[config.mk]
export PLATFORM = sky130hd
export DESIGN_NAME = lscen_regs
export DESIGN_NICKNAME = d
export VERILOG_FILES = /design/src/design/lscen_pkg.sv /design/src/design/lscen_regs.sv
export SDC_FILE = /design/constraint.sdc
export NUM_CORES = 1
export LEC_CHECK = 0
export BUFFER_PORTS_ARGS = -buffer_cell sky130_fd_sc_hd__buf_2
export CORE_UTILIZATION = 40
export DETAILED_ROUTE_END_ITERATION = 6
export PLACE_DENSITY = 0.9
export SYNTH_ARGS = -nofsm -noshare
export SYNTH_HDL_FRONTEND = slang
export SYNTH_SLANG_ARGS = --single-unit
[constraint.sdc]
create_clock -name sys_clk -period 3.1 [get_ports sys_clk]
set_clock_uncertainty 0.1 [all_clocks]
set_input_delay 0.465 -clock sys_clk [delete_from_list [all_inputs] [get_ports sys_clk]]
set_output_delay 0.465 -clock sys_clk [all_outputs]
set_load 0.01 [all_outputs]
[src/design/lscen_pkg.sv]
// package for the link status and channel enable register bank
package lscen_pkg;
   // register byte addresses (printed offsets are not all multiples of four)
   localparam logic [11:0] LSCEN_IDX_STATUS  = 12'h208;
   localparam logic [11:0] LSCEN_IDX_CHAN    = 12'h209;
   localparam logic [11:0] LSCEN_IDX_FRAME_END_CHAR_SELECT   = 12'h207;
   localparam logic [11:0] LSCEN_IDX_CTRL    = 12'h20a;
   localparam int          LSCEN_AW          = 14;
   localparam logic [13:0] LSCEN_ADDR_STATUS = {LSCEN_IDX_STATUS, 2'b00};
   localparam logic [13:0] LSCEN_ADDR_CHAN   = {LSCEN_IDX_CHAN, 2'b00};
   localparam logic [13:0] LSCEN_ADDR_FRAME_END_CHAR_SELECT  = {LSCEN_IDX_FRAME_END_CHAR_SELECT, 2'b00};
   localparam logic [13:0] LSCEN_ADDR_CTRL   = {LSCEN_IDX_CTRL, 2'b00};

   // status bit positions
   localparam int LSCEN_ST_LINK    = 6;
   localparam int LSCEN_ST_SYNC    = 5;
   localparam int LSCEN_ST_REALIGN = 4;
   localparam int LSCEN_ST_PHASE   = 3;
   localparam int LSCEN_ST_SPLL    = 2;
   localparam int LSCEN_ST_CPLL    = 0;
   // channel enable bit positions
   localparam int LSCEN_CH_ONE   = 2;
   localparam int LSCEN_CH_UPPER = 1;
   localparam int LSCEN_CH_LOWER = 0;
   // control register bit positions
   localparam int LSCEN_CT_LINK_EN = 0;
   localparam int LSCEN_CT_CAL_EN  = 1;
   localparam int LSCEN_CT_ENC8B   = 2;

   // reset values
   localparam logic [7:0] LSCEN_RST_STATUS = 8'h00;
   localparam logic [7:0] LSCEN_RST_CHAN   = 8'h03;
   localparam logic [7:0] LSCEN_RST_FRAME_END_CHAR_SELECT  = 8'h00;
   localparam logic [7:0] LSCEN_RST_CTRL   = 8'h00;

   // end-of-frame comma codes and 8-bit K characters
   typedef enum logic [1:0] {
      LSCEN_COMMA_K287 = 2'h0,
      LSCEN_COMMA_K281 = 2'h1,
      LSCEN_COMMA_K285 = 2'h2,
      LSCEN_COMMA_RSVD = 2'h3
   } lscen_comma_e;
   localparam logic [7:0] LSCEN_K287 = 8'hfc;
   localparam logic [7:0] LSCEN_K281 = 8'h3c;
   localparam logic [7:0] LSCEN_K285 = 8'hbc;

   // bus response states
   typedef enum logic [1:0] {
      LSCEN_BUS_IDLE = 2'b00,
      LSCEN_BUS_ACK  = 2'b01
   } lscen_bus_e;

   // frame layout handed to the transmitter
   typedef struct packed {
      logic [3:0] lanes;
      logic [3:0] converters;
      logic       tail_pad;
      logic       swap_upper_to_lower;
      logic [3:0] chan_on;
   } lscen_frame_s;

   // live status inputs
   typedef struct packed {
      logic link_up;
      logic sync_n;
      logic spll_lock;
      logic cpll_lock;
   } lscen_live_s;
endpackage

[src/design/lscen_regs.sv]
// link status and channel enable register bank with avalon-mm slave
`timescale 1ns/1ps
module lscen_regs
   import lscen_pkg::*;
#(
   parameter int FULL_LANES = 8,
   parameter int FULL_CONV  = 4
) (
   // clock and reset
   input  wire logic                        sys_clk,
   input  wire logic                        rst_n,
   // avalon-mm slave
   input  wire logic [LSCEN_AW-1:0]         avs_address,
   input  wire logic                        avs_read,
   input  wire logic                        avs_write,
   input  wire logic [31:0]                 avs_writedata,
   input  wire logic [3:0]                  avs_byteenable,
   output logic      [31:0]                 avs_readdata,
   output logic                             avs_waitrequest,
   output logic      [1:0]                  avs_response,
   // asynchronous status pins
   input  wire lscen_pkg::lscen_live_s      live_in,
   // same-clock events from the transmitter
   input  wire logic                        sysref_realign,
   input  wire logic                        sysref_event,
   // transmitter control
   output logic                             serial_link_enable,
   output logic                             cal_enable,
   output logic                             enc_8b10b,
   output logic                             frame_end_comma_insert,
   output logic      [7:0]                  frame_end_comma_char,
   output lscen_pkg::lscen_frame_s          frame_cfg
);
   import lscen_pkg::*;

   localparam logic [3:0] FULL_L = 4'(FULL_LANES);
   localparam logic [3:0] FULL_M = 4'(FULL_CONV);
   localparam logic [3:0] HALF_L = 4'((FULL_LANES + 1) / 2);
   localparam logic [3:0] HALF_M = 4'(FULL_CONV / 2);

   // two-flop synchroniser for live status
   lscen_live_s live_meta, live_sync;
   always_ff @(posedge sys_clk or negedge rst_n) begin
      if (!rst_n) begin
         live_meta <= '0;
         live_sync <= '0;
      end else begin
         live_meta <= live_in;
         live_sync <= live_meta;
      end
   end

   // register state
   lscen_bus_e bus_state, next_bus_state;
   logic [1:0] frame_end_comma_select, next_frame_end_comma_select;
   logic       one_channel_mode, next_one_channel_mode;
   logic       upper_pair_on, next_upper_pair_on;
   logic       lower_pair_on, next_lower_pair_on;
   logic       next_serial_link_enable, next_cal_enable, next_enc_8b10b;
   logic       realign_flag, next_realign_flag;
   logic       multiframe_phase_set_flag, next_multiframe_phase_set_flag;
   logic       phase_armed, next_phase_armed;
   logic       link_en_d, next_link_en_d;
   logic [31:0] next_readdata;
   logic [1:0]  next_response;
   logic        hit, wr_go, rd_go, clr4, clr3;
   logic [7:0]  status_byte;

   always_comb begin
      status_byte = 8'h00;
      status_byte[LSCEN_ST_LINK]    = live_sync.link_up;
      status_byte[LSCEN_ST_SYNC]    = live_sync.sync_n;
      status_byte[LSCEN_ST_REALIGN] = realign_flag;
      status_byte[LSCEN_ST_PHASE]   = multiframe_phase_set_flag;
      status_byte[LSCEN_ST_SPLL]    = live_sync.spll_lock;
      status_byte[LSCEN_ST_CPLL]    = live_sync.cpll_lock;
   end

   always_comb begin
      hit = (avs_address == LSCEN_ADDR_STATUS) || (avs_address == LSCEN_ADDR_CHAN) ||
            (avs_address == LSCEN_ADDR_FRAME_END_CHAR_SELECT) || (avs_address == LSCEN_ADDR_CTRL);
      wr_go = (bus_state == LSCEN_BUS_IDLE) && avs_write && avs_byteenable[0];
      rd_go = (bus_state == LSCEN_BUS_IDLE) && avs_read;
      next_bus_state = LSCEN_BUS_IDLE;
      next_readdata  = 32'h0000_0000;
      next_response  = 2'b00;
      next_frame_end_comma_select = frame_end_comma_select;
      next_one_channel_mode   = one_channel_mode;
      next_upper_pair_on      = upper_pair_on;
      next_lower_pair_on      = lower_pair_on;
      next_serial_link_enable = serial_link_enable;
      next_cal_enable         = cal_enable;
      next_enc_8b10b          = enc_8b10b;
      next_link_en_d          = serial_link_enable;
      clr4 = 1'b0;
      clr3 = 1'b0;
      case (bus_state)
         LSCEN_BUS_IDLE: begin
            if (avs_read || avs_write) begin
               next_bus_state = LSCEN_BUS_ACK;
               next_response  = hit ? 2'b00 : 2'b11;
            end
            if (rd_go) begin
               case (avs_address)
                  LSCEN_ADDR_STATUS: next_readdata = {24'h000000, status_byte};
                  LSCEN_ADDR_CHAN: begin
                     next_readdata = {29'h0, one_channel_mode, upper_pair_on,
                                      lower_pair_on};
                  end
                  LSCEN_ADDR_FRAME_END_CHAR_SELECT: next_readdata = {30'h0, frame_end_comma_select};
                  LSCEN_ADDR_CTRL: begin
                     next_readdata = {29'h0, enc_8b10b, cal_enable, serial_link_enable};
                  end
                  default: next_readdata = 32'h0000_0000;
               endcase
            end
            if (wr_go) begin
               case (avs_address)
                  LSCEN_ADDR_STATUS: begin
                     clr4 = avs_writedata[LSCEN_ST_REALIGN];
                     clr3 = avs_writedata[LSCEN_ST_PHASE];
                  end
                  LSCEN_ADDR_CHAN: begin
                     next_one_channel_mode = avs_writedata[LSCEN_CH_ONE];
                     next_upper_pair_on    = avs_writedata[LSCEN_CH_UPPER];
                     next_lower_pair_on    = avs_writedata[LSCEN_CH_LOWER];
                  end
                  LSCEN_ADDR_FRAME_END_CHAR_SELECT: begin
                     next_frame_end_comma_select = avs_writedata[1:0];
                  end
                  LSCEN_ADDR_CTRL: begin
                     next_serial_link_enable = avs_writedata[LSCEN_CT_LINK_EN];
                     next_cal_enable         = avs_writedata[LSCEN_CT_CAL_EN];
                     next_enc_8b10b          = avs_writedata[LSCEN_CT_ENC8B];
                  end
                  default: ;
               endcase
            end
         end
         LSCEN_BUS_ACK: next_bus_state = LSCEN_BUS_IDLE;
         default: next_bus_state = LSCEN_BUS_IDLE;
      endcase
      // sticky flags: set wins over clear
      next_realign_flag = sysref_realign | (realign_flag & ~clr4);
      // first sysref after the link is enabled establishes the phase
      next_phase_armed = phase_armed;
      if (serial_link_enable && !link_en_d) begin
         next_phase_armed = 1'b1;
      end else if (!serial_link_enable) begin
         next_phase_armed = 1'b0;
      end
      next_multiframe_phase_set_flag = multiframe_phase_set_flag & ~clr3;
      if (sysref_event && serial_link_enable && (phase_armed || !link_en_d)) begin
         next_multiframe_phase_set_flag = 1'b1;
         next_phase_armed = 1'b0;
      end
   end

   always_ff @(posedge sys_clk or negedge rst_n) begin
      if (!rst_n) begin
         bus_state              <= LSCEN_BUS_IDLE;
         avs_readdata           <= 32'h0000_0000;
         avs_response           <= 2'b00;
         frame_end_comma_select <= LSCEN_RST_FRAME_END_CHAR_SELECT[1:0];
         one_channel_mode       <= LSCEN_RST_CHAN[LSCEN_CH_ONE];
         upper_pair_on          <= LSCEN_RST_CHAN[LSCEN_CH_UPPER];
         lower_pair_on          <= LSCEN_RST_CHAN[LSCEN_CH_LOWER];
         serial_link_enable     <= LSCEN_RST_CTRL[LSCEN_CT_LINK_EN];
         cal_enable             <= LSCEN_RST_CTRL[LSCEN_CT_CAL_EN];
         enc_8b10b              <= LSCEN_RST_CTRL[LSCEN_CT_ENC8B];
         realign_flag           <= LSCEN_RST_STATUS[LSCEN_ST_REALIGN];
         multiframe_phase_set_flag <= LSCEN_RST_STATUS[LSCEN_ST_PHASE];
         phase_armed            <= 1'b0;
         link_en_d              <= 1'b0;
      end else begin
         bus_state              <= next_bus_state;
         avs_readdata           <= next_readdata;
         avs_response           <= next_response;
         frame_end_comma_select <= next_frame_end_comma_select;
         one_channel_mode       <= next_one_channel_mode;
         upper_pair_on          <= next_upper_pair_on;
         lower_pair_on          <= next_lower_pair_on;
         serial_link_enable     <= next_serial_link_enable;
         cal_enable             <= next_cal_enable;
         enc_8b10b              <= next_enc_8b10b;
         realign_flag           <= next_realign_flag;
         multiframe_phase_set_flag <= next_multiframe_phase_set_flag;
         phase_armed            <= next_phase_armed;
         link_en_d              <= next_link_en_d;
      end
   end

   assign avs_waitrequest = (bus_state == LSCEN_BUS_IDLE);

   // comma character and insertion gate
   always_comb begin
      case (lscen_comma_e'(frame_end_comma_select))
         LSCEN_COMMA_K287: frame_end_comma_char = LSCEN_K287;
         LSCEN_COMMA_K281: frame_end_comma_char = LSCEN_K281;
         LSCEN_COMMA_K285: frame_end_comma_char = LSCEN_K285;
         default:          frame_end_comma_char = LSCEN_K287;
      endcase
      frame_end_comma_insert = serial_link_enable & enc_8b10b;
   end

   // frame layout from channel enables
   always_comb begin
      logic half;
      half = ~(upper_pair_on & lower_pair_on);
      frame_cfg = '0;
      frame_cfg.chan_on = one_channel_mode ? 4'b0001 :
                          {upper_pair_on, upper_pair_on, lower_pair_on, lower_pair_on};
      frame_cfg.lanes      = half ? HALF_L : FULL_L;
      frame_cfg.converters = half ? HALF_M : FULL_M;
      frame_cfg.tail_pad   = half & FULL_L[0];
      frame_cfg.swap_upper_to_lower = ~lower_pair_on & upper_pair_on;
   end

   // assertions
   wait_one_a: assert property (@(posedge sys_clk) disable iff (!rst_n)
      (avs_read || avs_write) && avs_waitrequest |=> !avs_waitrequest)
      else $error("bus answer not one cycle after request");
   comma_gate_a: assert property (@(posedge sys_clk) disable iff (!rst_n)
      frame_end_comma_insert |-> enc_8b10b)
      else $error("comma inserted outside 8b10b mode");
   comma_code_a: assert property (@(posedge sys_clk) disable iff (!rst_n)
      frame_end_comma_select == 2'h2 |-> frame_end_comma_char == LSCEN_K285)
      else $error("comma code 2 not K28.5");
   realign_set_a: assert property (@(posedge sys_clk) disable iff (!rst_n)
      sysref_realign |=> realign_flag)
      else $error("realign flag not set");
   phase_hold_a: assert property (@(posedge sys_clk) disable iff (!rst_n)
      multiframe_phase_set_flag && !(wr_go && avs_address == LSCEN_ADDR_STATUS)
      |=> multiframe_phase_set_flag)
      else $error("phase flag dropped without clear");
   link_bit_a: assert property (@(posedge sys_clk) disable iff (!rst_n)
      rd_go && avs_address == LSCEN_ADDR_STATUS
      |=> avs_readdata[LSCEN_ST_LINK] == $past(live_sync.link_up))
      else $error("link status bit wrong");
   sync_bit_a: assert property (@(posedge sys_clk) disable iff (!rst_n)
      rd_go && avs_address == LSCEN_ADDR_STATUS
      |=> avs_readdata[LSCEN_ST_SYNC] == $past(live_sync.sync_n))
      else $error("sync status bit wrong");
   pll_bits_a: assert property (@(posedge sys_clk) disable iff (!rst_n)
      rd_go && avs_address == LSCEN_ADDR_STATUS
      |=> avs_readdata[LSCEN_ST_SPLL] == $past(live_sync.spll_lock) &&
          avs_readdata[LSCEN_ST_CPLL] == $past(live_sync.cpll_lock))
      else $error("pll lock bits wrong");
   single_mode_a: assert property (@(posedge sys_clk) disable iff (!rst_n)
      one_channel_mode |-> frame_cfg.chan_on == 4'b0001)
      else $error("single channel mode leaves other channels on");
   half_lanes_a: assert property (@(posedge sys_clk) disable iff (!rst_n)
      !upper_pair_on && lower_pair_on |-> frame_cfg.lanes == HALF_L
      && frame_cfg.chan_on[3:2] == 2'b00)
      else $error("upper pair off but lanes or channels wrong");
   lower_off_a: assert property (@(posedge sys_clk) disable iff (!rst_n)
      !lower_pair_on && upper_pair_on |-> frame_cfg.swap_upper_to_lower
      && frame_cfg.chan_on[1:0] == 2'b00)
      else $error("lower pair off without swap");
   tail_pad_a: assert property (@(posedge sys_clk) disable iff (!rst_n)
      frame_cfg.tail_pad |-> FULL_L[0] && !(upper_pair_on && lower_pair_on))
      else $error("tail pad without odd half mode");
   zero_write_a: assert property (@(posedge sys_clk) disable iff (!rst_n)
      realign_flag && wr_go && avs_address == LSCEN_ADDR_STATUS
      && !avs_writedata[LSCEN_ST_REALIGN] |=> realign_flag)
      else $error("write of zero cleared sticky flag");
   realign_clear_a: assert property (@(posedge sys_clk) disable iff (!rst_n)
      realign_flag && wr_go && avs_address == LSCEN_ADDR_STATUS
      && avs_writedata[LSCEN_ST_REALIGN] && !sysref_realign |=> !realign_flag)
      else $error("write of one did not clear realign flag");
   phase_set_a: assert property (@(posedge sys_clk) disable iff (!rst_n)
      sysref_event && serial_link_enable && phase_armed |=> multiframe_phase_set_flag)
      else $error("phase flag not set by armed sysref");
   phase_clear_a: assert property (@(posedge sys_clk) disable iff (!rst_n)
      multiframe_phase_set_flag && wr_go && avs_address == LSCEN_ADDR_STATUS
      && avs_writedata[LSCEN_ST_PHASE] && !sysref_event |=> !multiframe_phase_set_flag)
      else $error("write of one did not clear phase flag");
   half_conv_a: assert property (@(posedge sys_clk) disable iff (!rst_n)
      !(upper_pair_on && lower_pair_on) |-> frame_cfg.converters == HALF_M)
      else $error("converter count not halved");
   upper_on_a: assert property (@(posedge sys_clk) disable iff (!rst_n)
      upper_pair_on && !one_channel_mode |-> frame_cfg.chan_on[3:2] == 2'b11)
      else $error("upper pair enabled but channels off");
endmodule

[Yosys cells after proc, flatten, opt, wreduce, memory -nomap -nowiden]
Index checks and enable logic that the tools add are counted.
Storage, ports and cells
  register bits after elaboration: 56
  bits of input ports: 60
  word-level logic and storage cells: 76
Cells by class
  eq/ne operators: 7
  mux-type cells: 22
  bitwise operators: 9
  reductions and logical operators: 16
Operators by type and width (number)
  equality test 14 x 12 -> 1 bit (second input constant): 4
  one-hot mux 7 bit (4 select lines): 1
  one-hot mux 8 bit (2 select lines): 1
  2-to-1 mux 7 bit: 2
  2-to-1 mux 1 bit: 11
  AND reduction 3 bit: 3
  2-to-1 mux 2 bit: 4
  2-to-1 mux 4 bit: 2
  logical AND 1 bit: 6
  AND 1 bit: 5
  logical OR 1 bit: 5
  2-to-1 mux 3 bit: 1
  inequality test 3 x 1 -> 1 bit (second input constant): 1
  NOT 1 bit: 3
  equality test 2 x 1 -> 1 bit (second input constant): 1
  equality test 2 bit (second input constant): 1
  logical NOT 2 bit: 1
  logical NOT 1 bit: 1
  bitwise OR 1 bit: 1

[Depth between registers and ports, before layout]
  depth after elaboration: 8
  depth in mapped cells: 5
  depth with buffers taken out: 4

[Worst setup path after synthesis]
Ideal clock, no wire load.
  kind: input to register
  start: in avs_address[1]
  end: reg cal_enable
  library setup time: 125 ps
  arrival time: 1594 ps
  required time: 2875 ps
  slack: 1281 ps
  cell stages on the path: 4
  buffers on the path: 0
  cells stage by stage: nor4_2 -> nand4_1 -> or3_4 -> mux2_4
Between the ends
  longest elaborated chain between the ends: 2
RTL lines
  start: declaration: RTL line lscen_regs.sv:13  | input wire logic [LSCEN_AW-1:0] avs_address,
  equality test 14 x 12 -> 1 bit: RTL line lscen_regs.sv:118  | case (avs_address)
  AND reduction 3 bit (no line)
  end signal: assignment: RTL line lscen_regs.sv:169  | cal_enable <= LSCEN_RST_CTRL[LSCEN_CT_CAL_EN];
  end signal: assignment: RTL line lscen_regs.sv:184  | cal_enable <= next_cal_enable;
  end: declaration: RTL line lscen_regs.sv:28  | output logic cal_enable,
No other way between the ends.
A chain may end at the register's enable or synchronous reset.

[Worst setup path in the final report]
  start: in avs_address[1]
  end: reg enc_8b10b
Between the ends
  longest elaborated chain between the ends: 2
RTL lines
  equality test 14 x 12 -> 1 bit: RTL line lscen_regs.sv:118
  AND reduction 3 bit (no line)
  end signal: assignment: RTL line lscen_regs.sv:170  | enc_8b10b <= LSCEN_RST_CTRL[LSCEN_CT_ENC8B];
  end signal: assignment: RTL line lscen_regs.sv:185  | enc_8b10b <= next_enc_8b10b;
  end: declaration: RTL line lscen_regs.sv:29  | output logic enc_8b10b,
No other way between the ends.

==> impl_metrics.env <==
export IMPL_first_pass_iters=2
export IMPL_fin_crit_ps=1740
export IMPL_wl_per_cell_um=11.1
export IMPL_cpPeakStageDelay_ps=440
export IMPL_hpwl_um=2120
export IMPL_clkTransAtPathRegs_ps=60
export IMPL_yosysWarnings=0
export IMPL_post_cts_buffers=0
export IMPL_diodes=0
export IMPL_r2r_start="bus_state[0]"
export IMPL_yosys_register_bits=29
export IMPL_die_width_um=64.2
export IMPL_drv_cap=0
export IMPL_grt_max_degree=30
export IMPL_synth_edff_count=0
export IMPL_run_status="finished clean"
export IMPL_holdWs_ps=87.6
export IMPL_drc=0
export IMPL_avgSynthCellArea_sq_um=10.9
export IMPL_end_kind="flip-flop"
export IMPL_drt_iter0_drc=35
export IMPL_final_max_slew_viol_count=0
export IMPL_hp_class="in2async"
export IMPL_ctsHoldBuffers=0
export IMPL_worstPathRequired_ps=3170
export IMPL_startpoint="avs_address[1]"
export IMPL_slew_headroom_pct=59.8
export IMPL_antenna_left=0
export IMPL_start_util_pct=41.9
export IMPL_p_int_mw=0.672
export IMPL_pin_count=121
export IMPL_grtUsageTotal_pct=14.7
export IMPL_dp_slack_ps=1070
export IMPL_grt_ovfl_total=0
export IMPL_switching_power_mw=0.187
export IMPL_portBuffers=54
export IMPL_finalSetupViolCount=0
export IMPL_cp_cell_sequence="buf_2 > nor4_2 > nand4_1 > or3_4 > mux2_4"
export IMPL_setup_ws_ps=1360
export IMPL_htreeDepth=2
export IMPL_antenna_found_initial=0
export IMPL_worstPathMaxFanout=3
export IMPL_clockBufferDepth=2
export IMPL_synth_area_sq_um=1550
export IMPL_fmax_mhz=576
export IMPL_power_density_nw_per_um2=474
export IMPL_rows=22
export IMPL_cts_root_buf="clkbuf_8"
export IMPL_arrival_ps=1800
export IMPL_ys_types=39
export IMPL_p_leak_nw=0.993
export IMPL_power_share_clock_pct=46.1
export IMPL_cts_tree="yes"
export IMPL_via_count=1044
export IMPL_yosysSeqAreaShare_pct=47.1
export IMPL_die_h_um=64.2
export IMPL_viasPerCell=4.28
export IMPL_reg2reg_to="one_channel_mode"
export IMPL_cts_resized=0
export IMPL_ys_async_sr_fraction_pct=100
export IMPL_cp_slowest_cell="or3_4"
export IMPL_cts_sinks=29
export IMPL_insertion_delay_ps=280
export IMPL_cp_start_kind="input pin"
export IMPL_rrSetupSlack_ps=1400
export IMPL_core_sq_um=3690
export IMPL_power_mw=0.859
export IMPL_ir_drop_mv=0.203
export IMPL_syn_inst=142
export IMPL_fin_crit_sh_pct=56.0
export IMPL_nNetsFinal=256
export IMPL_worstMarginPinSlew_ps=604
export IMPL_ff2ff_path_depth=4
export IMPL_numCtsBuffers=5
export IMPL_rsz0062_at_grt="no"
export IMPL_gp_congestion=0.807
export IMPL_nFillCells=366
export IMPL_finalHoldViolCount=0
export IMPL_layout_drive_gt1_share_pct=39.3
export IMPL_sequentialPowerShare_pct=45.5
export IMPL_wl_um=2710
export IMPL_synth_flop_cell="dfrtp_1"
export IMPL_power_share_switching_pct=21.7
export IMPL_area_delta_synth_final_pct=17.2
export IMPL_grt_pass1_wl_um=4430
export IMPL_combPwrFrac_pct=8.5
export IMPL_die_area_sq_um=4120
export IMPL_grt_pass1_vias=989
export IMPL_critPathKind="in2reg"
export IMPL_tns_ps=0
-- metrics by stage --
step,util (%),cells,cell area (sq um)
CTS,49.1,244,1810
floorplan,-,176,1670
finish,49.1,244,1810
global route,49.1,244,1810
detailed placement,45.9,236,1690
global placement,45.9,236,1690
-- critical path: cells and delay by family --
| kind | cells | cell delay (ps) |
|---|---|---|
| buf+inv | 1 | 100 |
| simple gates | 3 | 920 |
| mux | 1 | 310 |
-- cell families (layout without fill, tap and decap cells) --
group | count (synthesis) | after routing | share of synthesized area (%)
AND/OR/NAND/NOR | 43 | 43 | 18.3
other | 2 | 36 | 0.486
multiplexers | 10 | 10 | 7.85
buffers and inverters | 48 | 68 | 21.5
AO/OA/AOI/OAI | 9 | 9 | 3.97
adder cells (fa/ha/maj) | 1 | 1 | 0.810
flip-flops | 29 | 29 | 47.1
-- final cells by class --
class,count,area [sq um],area share [%]
Clock inverter,1,30.0,1.66
Multi-Input combinational cell,99,613,33.9
Timing Repair Buffer,54,270,14.9
Tap cell,48,60.1,3.32
Clock buffer,7,86.3,4.77
Inverter,6,22.5,1.24
Sequential cell,29,728,40.2
-- metal layers --
| metal | global-route usage [%] | up-vias | share of wire, % |
|---|---|---|---|
| met5 | 0 | - | 0 |
| met4 | 11.7 | 0 | 3.1 |
| met3 | 3.75 | 8 | 8.1 |
| met2 | 23.9 | 52 | 51 |
| met1 | 16.1 | 483 | 38 |
| li1 | - | 501 | - |
-- cell usage in the layout (no fill, tap or decap), types with 2 or more instances in the layout --
cell	netlist	final
and3b_1	2	2
mux2_2	5	5
a21oi_1	2	2
buf_2	1	54
nand4b_1	3	3
nor2_1	8	8
dfrtp_1	27	27
inv_1	6	6
nand2b_1	2	2
mux2_4	3	3
dfstp_2	2	2
and2_1	5	5
mux2i_1	2	2
clkbuf_8	0	6
nor2b_1	4	4
nand3_1	2	2
and3_1	2	2
nor3_1	2	2
conb_1	2	36
nand2_1	3	3
-- sequential cells by signal (all words and copies together) (netlist names) --
register,cells
live_sync,4
link_en_d,1
multiframe_phase_set_flag,1
avs_response,1
frame_end_comma_select,2
enc_8b10b,1
serial_link_enable,1
phase_armed,1
live_meta,4
avs_readdata,7
lower_pair_on,1
bus_state,1
one_channel_mode,1
cal_enable,1
realign_flag,1
upper_pair_on,1
-- Yosys cell counts, types with 2 or more instances --
library cell / count / area [sq um]
a21oi_1: 2 / 10.0
and2_1: 5 / 31.3
and3_1: 2 / 12.5
and3b_1: 2 / 17.5
buf_4: 40 / 300
conb_1: 2 / 7.51
dfrtp_1: 27 / 676
dfstp_2: 2 / 52.6
inv_1: 6 / 22.5
mux2_2: 5 / 56.3
mux2_4: 3 / 45.0
mux2i_1: 2 / 20.0
nand2_1: 3 / 11.3
nand2b_1: 2 / 12.5
nand3_1: 2 / 10.0
nand4b_1: 3 / 26.3
nor2_1: 8 / 30.0
nor2b_1: 4 / 25.0
nor3_1: 2 / 10.0
-- power by group through the flow --
| stage | Sequential (mW) | Clock (mW) | Combinational [mW] |
|---|---|---|---|
| after floorplan | 0.397 | 0 | 0.0731 |
| after global placement | 0.397 | 0 | 0.0711 |
| after detailed placement | 0.397 | 0 | 0.0725 |
| after CTS | 0.391 | 0.406 | 0.0729 |
| after global routing | 0.391 | 0.422 | 0.0816 |
| final | 0.391 | 0.396 | 0.0729 |
-- how the worst max path moves through the flow --
stage | endpoint
final | enc_8b10b
after global routing | cal_enable
after detailed placement | serial_link_enable
after global placement | enc_8b10b
after CTS | frame_cfg[2]
after floorplan | cal_enable
(Power assumes the default switching activity.)
